==> src/csc_map.vh <==
// constants for the charge state controller
// Functional notes
// - once enabled, the battery comparator decides whether a cycle opens in precharge or fast charge.
// - at or below the precharge threshold the block sits in precharge and commands 47.5mA.
// - entering precharge pulls the charge status output low.
// - above the precharge threshold the block moves to constant-current fast charge.
// - at the overcharge level the status output is released and the target drops to float.
// - after completion charging stays enabled and regulates at float, with no voltage phase at overcharge.
// - a battery falling below the recharge threshold restarts a full cycle.
// - the status output is open drain: it drives low while charging and never drives high.
// - input over-voltage disables charging and the auxiliary regulator.
// - over-voltage is qualified by a 115us deglitch.
// - powering up above the over-voltage threshold finishes soft start, then shuts down.
// - after an over-voltage shutdown both stay off until the input falls below the threshold.
// - precharge and fast charge transitions each pass a 25ms deglitch.
// - a new cycle needs the battery below the recharge threshold for 25ms.
// - the auxiliary regulator is on from the end of soft start until over-voltage, whatever the control input.
`ifndef CSC_MAP_VH
`define CSC_MAP_VH
`define CSC_CLK_KHZ        25000
`define CSC_DGL_BAT_MS     25
`define CSC_DGL_OVP_US     115
`define CSC_SOFTSTART_US   1000
`define CSC_PRECHG_UA      47500
`define CSC_CNT_W          20
`define CSC_ST_IDLE        3'h0
`define CSC_ST_PRE         3'h1
`define CSC_ST_FAST        3'h2
`define CSC_ST_FLOAT       3'h3
`define CSC_ST_OVP         3'h4
`define CSC_ST_SOFT        3'h5
`endif

==> src/csc_charge_ctrl.v <==
// charge state sequencer with over-voltage and regulator gating
`timescale 1ns/100ps
`default_nettype none
`include "csc_map.vh"
module csc_charge_ctrl #(
  parameter [`CSC_CNT_W-1:0] BAT_DGL_CYC =
    (`CSC_DGL_BAT_MS * `CSC_CLK_KHZ),
  parameter [`CSC_CNT_W-1:0] SOFT_CYC =
    (`CSC_SOFTSTART_US * `CSC_CLK_KHZ) / 1000
) (
  input  wire clk_sys,
  input  wire rst_n,
  input  wire chg_enable,
  input  wire bat_above_precharge,
  input  wire bat_at_overcharge,
  input  wire bat_below_recharge,
  input  wire in_above_overvoltage,
  output reg  charge_status_n_out,
  output reg  charge_status_n_oe,
  output reg  charge_on,
  output reg  precharge_mode,
  output reg  float_target,
  output reg  aux_reg_en
);
  // 115us at 25MHz is 2875 cycles, rounded up
  localparam [`CSC_CNT_W-1:0] OVP_DGL_CYC =
    (`CSC_DGL_OVP_US * `CSC_CLK_KHZ + 999) / 1000;

  // two-stage synchronisers for all comparator pins
  reg [4:0] sync1_q;
  reg [4:0] sync2_q;
  always @(posedge clk_sys or negedge rst_n) begin
    if (!rst_n) begin
      sync1_q <= 5'h00;
      sync2_q <= 5'h00;
    end else begin
      sync1_q <= {in_above_overvoltage, bat_below_recharge,
                  bat_at_overcharge, bat_above_precharge, chg_enable};
      sync2_q <= sync1_q;
    end
  end
  wire en_s   = sync2_q[0];
  wire hi_s   = sync2_q[1];
  wire ovch_s = sync2_q[2];
  wire rch_s  = sync2_q[3];
  wire ovp_s  = sync2_q[4];

  reg [2:0]            st_q;
  reg [2:0]            st_d;
  reg [`CSC_CNT_W-1:0] bat_cnt_q;
  reg [`CSC_CNT_W-1:0] ovp_cnt_q;
  reg [`CSC_CNT_W-1:0] soft_cnt_q;
  reg                  ovp_q;

  // battery deglitch condition depends on the current state
  reg bat_cond;
  always @* begin
    case (st_q)
      `CSC_ST_PRE:   bat_cond = hi_s;
      `CSC_ST_FAST:  bat_cond = !hi_s;
      `CSC_ST_FLOAT: bat_cond = rch_s;
      default:       bat_cond = 1'b0;
    endcase
  end
  wire bat_done = (bat_cnt_q == BAT_DGL_CYC - 1'b1);

  // counter clears when condition drops or state changes
  always @(posedge clk_sys or negedge rst_n) begin
    if (!rst_n)
      bat_cnt_q <= {`CSC_CNT_W{1'b0}};
    else if (!bat_cond || st_d != st_q)
      bat_cnt_q <= {`CSC_CNT_W{1'b0}};
    else if (!bat_done)
      bat_cnt_q <= bat_cnt_q + 1'b1;
  end

  // over-voltage qualifier, latched until input falls back
  always @(posedge clk_sys or negedge rst_n) begin
    if (!rst_n) begin
      ovp_cnt_q <= {`CSC_CNT_W{1'b0}};
      ovp_q     <= 1'b0;
    end else begin
      if (!ovp_s)
        ovp_cnt_q <= {`CSC_CNT_W{1'b0}};
      else if (ovp_cnt_q != OVP_DGL_CYC)
        ovp_cnt_q <= ovp_cnt_q + 1'b1;
      if (!ovp_s)
        ovp_q <= 1'b0;
      // saturated count still latches once soft start is over
      else if (ovp_cnt_q >= OVP_DGL_CYC - 1'b1 && st_q != `CSC_ST_SOFT)
        ovp_q <= 1'b1;
    end
  end

  // soft start runs first after reset regardless of input level
  always @(posedge clk_sys or negedge rst_n) begin
    if (!rst_n)
      soft_cnt_q <= {`CSC_CNT_W{1'b0}};
    else if (st_q == `CSC_ST_SOFT)
      soft_cnt_q <= soft_cnt_q + 1'b1;
  end

  always @* begin
    st_d = st_q;
    case (st_q)
      `CSC_ST_SOFT:
        if (soft_cnt_q == SOFT_CYC - 1'b1)
          st_d = `CSC_ST_IDLE;
      `CSC_ST_IDLE:
        if (en_s)
          st_d = hi_s ? `CSC_ST_FAST : `CSC_ST_PRE;
      `CSC_ST_PRE:
        if (bat_done)
          st_d = `CSC_ST_FAST;
      `CSC_ST_FAST:
        if (ovch_s)
          st_d = `CSC_ST_FLOAT;
        else if (bat_done)
          st_d = `CSC_ST_PRE;
      `CSC_ST_FLOAT:
        if (bat_done)
          st_d = hi_s ? `CSC_ST_FAST : `CSC_ST_PRE;
      `CSC_ST_OVP:
        if (!ovp_q)
          st_d = `CSC_ST_IDLE;
      default:
        st_d = `CSC_ST_IDLE;
    endcase
    // over-voltage and disable override any charging state
    if (st_q != `CSC_ST_SOFT) begin
      if (ovp_q)
        st_d = `CSC_ST_OVP;
      else if (!en_s && st_q != `CSC_ST_OVP)
        st_d = `CSC_ST_IDLE;
    end
  end

  always @(posedge clk_sys or negedge rst_n) begin
    if (!rst_n)
      st_q <= `CSC_ST_SOFT;
    else
      st_q <= st_d;
  end

  // outputs registered from the next state
  wire charging = (st_d == `CSC_ST_PRE) || (st_d == `CSC_ST_FAST);
  always @(posedge clk_sys or negedge rst_n) begin
    if (!rst_n) begin
      charge_status_n_out <= 1'b0;
      charge_status_n_oe  <= 1'b0;
      charge_on           <= 1'b0;
      precharge_mode      <= 1'b0;
      float_target        <= 1'b0;
      aux_reg_en          <= 1'b0;
    end else begin
      charge_status_n_out <= 1'b0;
      charge_status_n_oe  <= charging;
      charge_on           <= charging ||
                             st_d == `CSC_ST_FLOAT;
      precharge_mode      <= (st_d == `CSC_ST_PRE);
      float_target        <= (st_d == `CSC_ST_FLOAT);
      // regulator ignores the enable input
      aux_reg_en          <= (st_d != `CSC_ST_OVP) &&
                             (st_d != `CSC_ST_SOFT);
    end
  end
endmodule
`default_nettype wire

==> config.mk <==
export PLATFORM = sky130hd
export DESIGN_NAME = csc_charge_ctrl
export DESIGN_NICKNAME = d
export VERILOG_FILES = /design/src/csc_charge_ctrl.v
export VERILOG_INCLUDE_DIRS = /design/src
export SDC_FILE = /design/constraint.sdc
export NUM_CORES = 1
export LEC_CHECK = 0
export ABC_AREA = 1
export BUFFER_PORTS_ARGS = -buffer_cell sky130_fd_sc_hd__buf_2
export CAP_MARGIN = 5
export CORE_MARGIN = 4
export CORE_UTILIZATION = 40
export DETAILED_ROUTE_END_ITERATION = 6
export GPL_TIMING_DRIVEN = 0
export PLACE_DENSITY = 0.52
export REMOVE_ABC_BUFFERS = 1
export SYNTH_ARGS = -nofsm -noshare
export SYNTH_HDL_FRONTEND = slang
export SYNTH_SLANG_ARGS = --single-unit
export TNS_END_PERCENT = 50
==> constraint.sdc <==
create_clock -name clk_sys -period 2.5 [get_ports clk_sys]
set_input_delay 0.375 -clock clk_sys [delete_from_list [all_inputs] [get_ports clk_sys]]
set_output_delay 0.375 -clock clk_sys [all_outputs]
set_load 0.01 [all_outputs]
=== After elaboration in Yosys (flattened, before gate mapping) ===
Cells that the tools add are included.

* Output and inout bits: 6
* Input bits: 7
* Flip-flop bits (word level): 79

* $add $sub $neg: 3
* Reductions and logical operators: 10
* Mux-type cells: 19
* Magnitude comparators: 1
* Equal/unequal tests: 19

{| class="wikitable"
|+ Operator list
! kind !! number
|-
| $mux 20 || 4
|-
| $add 20x1->20 const B || 3
|-
| $mux 3 || 10
|-
| $eq 20x15->1 const B || 1
|-
| $eq 20x20->1 const B || 1
|-
| $ge 20x12->1 const B || 1
|-
| $ne 20x12->1 const B || 1
|-
| $pmux 3 s6 || 1
|-
| $eq 3x2->1 const B || 4
|-
| $ne 3x3->1 const B || 4
|-
| $eq 3x1->1 const B || 2
|-
| $eq 3x3->1 const B || 2
|-
| $ne 2x1->1 const B || 3
|-
| $logic_and 1x1->1 || 3
|-
| $logic_not 1->1 || 3
|-
| $logic_not 3->1 || 1
|-
| $logic_or 1x1->1 || 3
|-
| $ne 3x3->1 || 1
|-
| $pmux 1 s3 || 1
|-
| $mux 1 || 2
|-
| $mux 2 || 1
|}

=== Logic depth before layout (Yosys ltp) ===
* Word-level depth: 10
* Gate-level depth with buffers: 16
* Depth with buffers taken out: 15

=== Worst setup path before layout ===
OpenSTA, ideal clock, no wires.

* Path kind: reg2reg
* Start: register bat_cnt_q[0]
* End: register bat_cnt_q[17]
* Clock period less this slack: 1,817 ps
* Buffers on the path: 1
* Cell stages (with the launch flop): 15
* Arrival time: 1,691 ps
* Slack: 683 ps
* Cells stage by stage: dfrtp_1 ha_1 inv_1 nor2_1 nand2_1 nor2_2 nand3_1 and2_1 nor2_1 nand2_2 nand2_2 nand2_1 nand3_2 buf_6 nor3_2

* Longest elaborated chain between the ends: 10
* Elaborated cells between the ends (all ways): 15
* Those cells by class: add/sub (1); eq/ne (3); mux (10); reduce/logical (1)

{| class="wikitable"
|+ Ends and longest elaborated chain
! item !! RTL line !! RTL
|-
| start, declared || csc_charge_ctrl.v:50 || <nowiki>reg [`CSC_CNT_W-1:0] bat_cnt_q;</nowiki>
|-
| start signal, assigned || csc_charge_ctrl.v:70 || <nowiki>bat_cnt_q <= {`CSC_CNT_W{1'b0}};</nowiki>
|-
| start signal, assigned || csc_charge_ctrl.v:72 || <nowiki>bat_cnt_q <= {`CSC_CNT_W{1'b0}};</nowiki>
|-
| start signal, assigned || csc_charge_ctrl.v:74 || <nowiki>bat_cnt_q <= bat_cnt_q + 1'b1;</nowiki>
|-
| $eq 20x20->1 || csc_charge_ctrl.v:65 || <nowiki>wire bat_done = (bat_cnt_q == BAT_DGL_CYC - 1'b1);</nowiki>
|-
| $mux 3 || csc_charge_ctrl.v:118 || <nowiki>else if (bat_done)</nowiki>
|-
| $mux 3 || csc_charge_ctrl.v:116 || <nowiki>if (ovch_s)</nowiki>
|-
| $pmux 3 s6 || csc_charge_ctrl.v:105 || <nowiki>case (st_q)</nowiki>
|-
| $mux 3 || csc_charge_ctrl.v:133 || <nowiki>else if (!en_s && st_q != `CSC_ST_OVP)</nowiki>
|-
| $mux 3 || csc_charge_ctrl.v:131 || <nowiki>if (ovp_q)</nowiki>
|-
| $mux 3 || csc_charge_ctrl.v:130 || <nowiki>if (st_q != `CSC_ST_SOFT) begin</nowiki>
|-
| $ne 3x3->1 || csc_charge_ctrl.v:71 || <nowiki>else if (!bat_cond || st_d != st_q)</nowiki>
|-
| $logic_or 1x1->1 || csc_charge_ctrl.v:71 ||
|-
| $ne 2x1->1 (no line) or $mux 20 (tied branches) || -- ||
|}

Parallel ways exist; a longest one is shown, timed or not. The select of a mux whose other input is x is not followed.
A chain may end at the register's enable or synchronous reset.

=== Final worst setup path ===
* Start: register bat_cnt_q[0]
* End: register bat_cnt_q[0]

The elaborated chain is that of the path after synthesis.

==> impl_metrics.prom <==
# TYPE chip_impl_metric gauge
chip_impl_info{name="run_status",value="completed"} 1
chip_impl_metric{name="drtAntennaViolNets",unit=""} 0
chip_impl_metric{name="layout.filler_cells",unit=""} 1008
chip_impl_metric{name="antenna_found_initial",unit=""} 0
chip_impl_metric{name="compound_gate_fraction_of_synth_area",unit=""} 0.04865
chip_impl_metric{name="cts.reportedPaths.clkPinSlew",unit="ps"} 80
chip_impl_metric{name="place.gp.congestion",unit=""} 0.8199
chip_impl_info{name="largest_family_of_logic_cells_by_synthesized_area",value="simple AND/OR/NAND/NOR gates"} 1
chip_impl_metric{name="synth.yosys.seq_area_share",unit=""} 0.4871
chip_impl_info{name="hold_crit_path_type",value="primary input to flip-flop"} 1
chip_impl_metric{name="cts-buffers-inserted",unit=""} 9
chip_impl_metric{name="core.rowCount",unit=""} 36
chip_impl_metric{name="reg2reg_depth",unit=""} 12
chip_impl_metric{name="grt_overflow_total",unit=""} 0
chip_impl_metric{name="design.final.nets",unit=""} 479
chip_impl_metric{name="power.leakage",unit="uW"} 0.002118
chip_impl_metric{name="grt_start_max_net_pins",unit=""} 52
chip_impl_info{name="sort_of_element_at_the_start_of_the_critical_path",value="flip-flop"} 1
chip_impl_metric{name="synth-adder-area-share",unit=""} 0.01232
chip_impl_metric{name="min_delay_path_depth",unit=""} 1
chip_impl_metric{name="synth_seq_cells",unit=""} 79
chip_impl_metric{name="ir_worst_vdd",unit="uV"} 282.9
chip_impl_info{name="setup_repair_after_global_routing_missed_its_margin",value="no"} 1
chip_impl_info{name="slowest_stage",value="dfrtp_1"} 1
chip_impl_metric{name="io-pin-count",unit=""} 13
chip_impl_metric{name="core_footprint",unit="um2"} 9819
chip_impl_metric{name="slew_violations",unit=""} 0
chip_impl_metric{name="cts_setup_buffers",unit=""} 0
chip_impl_metric{name="finalSetupTns",unit="ps"} 0
chip_impl_metric{name="detail_route.first_pass.iterations",unit=""} 4
chip_impl_metric{name="cts_max_path_buffers",unit=""} 2
chip_impl_metric{name="drt_iter0_drc",unit=""} 123
chip_impl_metric{name="path_buf_inv",unit=""} 1
chip_impl_metric{name="period_minus_ws_final",unit="ps"} 2212
chip_impl_metric{name="setup.reg_to_reg.worst_slack",unit="ps"} 290
chip_impl_metric{name="final.period_utilization",unit=""} 0.8846
chip_impl_metric{name="critPathMaxStageDelay",unit="ps"} 390
chip_impl_metric{name="worst_skew_pair.late_latency",unit="ps"} 350
chip_impl_metric{name="vias",unit=""} 2892
chip_impl_metric{name="syn_to_final_growth",unit="%"} 10.65
chip_impl_metric{name="remaining_drc_errors",unit=""} 0
chip_impl_metric{name="start_util",unit=""} 0.4139
chip_impl_info{name="cts_tree",value="yes"} 1
chip_impl_metric{name="via_per_inst",unit=""} 4.780
chip_impl_metric{name="die-area",unit="um2"} 11840
chip_impl_metric{name="synthesis.area",unit="um2"} 4064
chip_impl_metric{name="worst-endpoint-arrival",unit="ps"} 2470
chip_impl_metric{name="timing.fmax",unit="MHz"} 452.2
chip_impl_metric{name="crit_fanout",unit=""} 20
chip_impl_metric{name="diodes",unit=""} 0
chip_impl_metric{name="grtUsageTotal",unit=""} 0.1362
chip_impl_metric{name="route.final.wire_length",unit="mm"} 7.240
chip_impl_metric{name="synthMuxAreaShare",unit=""} 0
chip_impl_metric{name="crit_required",unit="ps"} 2760
chip_impl_metric{name="post_synth.cell_area_avg",unit="um2"} 9.011
chip_impl_metric{name="worst_clock_skew",unit="ps"} 8.949
chip_impl_metric{name="io_buffers",unit=""} 11
chip_impl_metric{name="ff_latch_area",unit="um2"} 1979
chip_impl_metric{name="dp.final_hpwl",unit="mm"} 5.119
chip_impl_info{name="crit_path_end_kind",value="flip-flop"} 1
chip_impl_info{name="r2r_start",value="bat_cnt_q[0]"} 1
chip_impl_metric{name="drv_cap",unit=""} 0
chip_impl_metric{name="wire_length_of_the_first_global_routing_pass",unit="mm"} 12.71
chip_impl_info{name="hold_path_startpoint",value="in_above_overvoltage"} 1
chip_impl_info{name="crit_type",value="flip-flop to flip-flop"} 1
chip_impl_metric{name="cts_max_level",unit=""} 3
chip_impl_info{name="cts_root_buf",value="clkbuf_8"} 1
chip_impl_metric{name="synth_warnings",unit=""} 0
chip_impl_metric{name="multi_input_gate_area",unit="um2"} 1799
chip_impl_metric{name="drive_above_1_share",unit=""} 0.1483
chip_impl_metric{name="count_of_final_setup_violators",unit=""} 0
chip_impl_info{name="path_delay_family",value="simple AND/OR/NAND/NOR gates"} 1
chip_impl_metric{name="utilization",unit=""} 0.4580
chip_impl_metric{name="die_h",unit="um"} 108.8
chip_impl_info{name="hold-path-endpoint",value="sync1_q[4]"} 1
chip_impl_metric{name="post_synthesis_simple_gate_area_fraction",unit=""} 0.2959
chip_impl_metric{name="avgRoutedWirePerCell",unit="um"} 11.97
chip_impl_metric{name="yosysUniqueCellTypes",unit=""} 38
chip_impl_metric{name="final-hold-violation-count",unit=""} 0
chip_impl_metric{name="post_synth_xor_area_fraction",unit=""} 0.08190
chip_impl_metric{name="numClockSinks",unit=""} 79
chip_impl_metric{name="synthesis.instances",unit=""} 451
chip_impl_metric{name="cellPowerDensity",unit="nW/um2"} 587.0
chip_impl_metric{name="die_width",unit="um"} 108.8
chip_impl_metric{name="timing.hold.ws",unit="ps"} 130.5
chip_impl_info{name="critical_path.cell_chain",value="ha_1 -> inv_1 -> nor2_1 -> nand2_1 -> nor2_2 -> nand3_1 -> and2_1 -> nor2_1 -> nand2_2 -> nand3_1 -> nand3_4 -> nor3_2"} 1
chip_impl_metric{name="first_global_vias",unit=""} 2741
chip_impl_info{name="reg2reg_to",value="bat_cnt_q[0]"} 1
where the power goes:
| group | internal, uW | total [uW] | switching [uW] |
|---|---|---|---|
| Sequential | 1310 | 1340 | 28.2 |
| Combinational | 65.6 | 241 | 175 |
| Clock | 586 | 1060 | 475 |
area by class of cell:
cell class | instances | share of cell area
Clock buffer | 10 | 0.03061
Clock inverter | 5 | 0.01836
Inverter | 63 | 0.05259
Multi-Input combinational cell | 302 | 0.4001
Sequential cell | 79 | 0.4402
Tap cell | 133 | 0.03701
Timing Repair Buffer | 13 | 0.02115
worst max-delay path by stage:
stage	cells past startpoint	end	slack, ps	start
finish	12	bat_cnt_q[0]	290	bat_cnt_q[0]
global route	15	bat_cnt_q[0]	20	bat_cnt_q[0]
CTS	12	bat_cnt_q[0]	8	bat_cnt_q[0]
detailed placement	12	bat_cnt_q[15]	20	bat_cnt_q[0]
global placement	12	bat_cnt_q[0]	70	bat_cnt_q[0]
floorplan	12	bat_cnt_q[14]	420	bat_cnt_q[0]
synth_stat cells (all sizes together):
cell type	count	area share
dfstp	2	0.013
nand4	11	0.017
dfrtp	77	0.47
clkinv	1	0.00092
buf	6	0.014
and2	1	0.0015
nand2	84	0.082
nor4	4	0.0099
a211oi	2	0.0037
o21ai	10	0.012
xor2	28	0.060
inv	62	0.057
nor3	41	0.082
or2	1	0.0015
a21oi	14	0.017
a221oi	1	0.0065
conb	1	0.00092
xnor2	10	0.022
nor2	52	0.052
o21ba	1	0.0025
o211ai	1	0.0018
clkbuf	1	0.00092
a31oi	3	0.0046
ha	4	0.012
nand3	32	0.045
nand3b	1	0.0049
per-stage QoR:
| step | cell area (um2) | total power, uW | setup WS, ps | instances |
|---|---|---|---|---|
| 2_1_floorplan | 4003 | 1511 | 421.9 | 444 |
| 3_3_place_gp | 4224 | 1593 | 71.21 | 588 |
| 3_5_place_dp | 4254 | 1600 | 23.80 | 589 |
| 4_1_cts | 4484 | 2674 | 8.255 | 605 |
| 5_1_grt | 4497 | 2768 | 21.83 | 605 |
| 6_report | 4497 | 2640 | 288.4 | 605 |
state kept, by name, indices dropped and copies added (netlist names):
signal / count
ovp_q: 1
sync2_q: 5
bat_cnt_q: 20
aux_reg_en: 1
soft_cnt_q: 20
precharge_mode: 1
st_q: 3
charge_on: 1
ovp_cnt_q: 20
sync1_q: 5
float_target: 1
charge_status_n_oe: 1
cell families after synthesis:
logic type / count (synthesis)
XOR/XNOR: 38
adder cells (fa/ha/maj): 4
flip-flops: 79
other: 1
buffers and inverters: 70
AO/OA/AOI/OAI: 32
AND/OR/NAND/NOR: 227
repair_timing:
action / in CTS / in global routing
setup endpoints to repair: 0 / 20
hold endpoints to repair: 26 / 0
resized for setup: 0 / 2
hold buffers: 1 / 0
layout by cell type, fill, tap and decap left out, types with 2 or more instances in the layout:
cell / synthesis / final
dfstp_2: 2 / 2
a21oi_1: 14 / 14
nand2_2: 4 / 3
inv_2: 3 / 3
xnor2_1: 10 / 10
nand2_4: 1 / 2
xor2_1: 28 / 28
nand3_4: 1 / 2
nand2_1: 79 / 79
buf_2: 1 / 10
ha_1: 4 / 4
inv_1: 59 / 59
nor2_4: 2 / 2
a211oi_1: 2 / 2
nor2_1: 49 / 49
nor3_2: 21 / 21
bufinv_16: 0 / 2
nor3_4: 2 / 2
nor3_1: 18 / 18
clkinv_4: 0 / 2
a31oi_1: 3 / 3
nor4_1: 3 / 3
nand4_1: 11 / 11
nand3_1: 29 / 29
o21ai_0: 10 / 10
clkbuf_8: 0 / 10
dfrtp_1: 77 / 77
worst register-to-register path, cell delays in order, from the launching register on:
cell	delay, ps
dfrtp_1	390
ha_1	220
inv_1	50
nor2_1	80
nand2_1	60
nor2_2	170
nand3_1	140
and2_1	160
nor2_1	120
nand2_2	80
nand3_1	110
nand3_4	320
nor3_2	220
per-layer routing:
layer	up-vias	part of all wire	global-route usage
met5	-	0	0
met3	8	0.030	0.03848
li1	1479	-	-
met4	0	0.016	0.04599
met2	32	0.44	0.2083
met1	1373	0.51	0.1862
No activity file was read; power rests on OpenSTA's default activity.
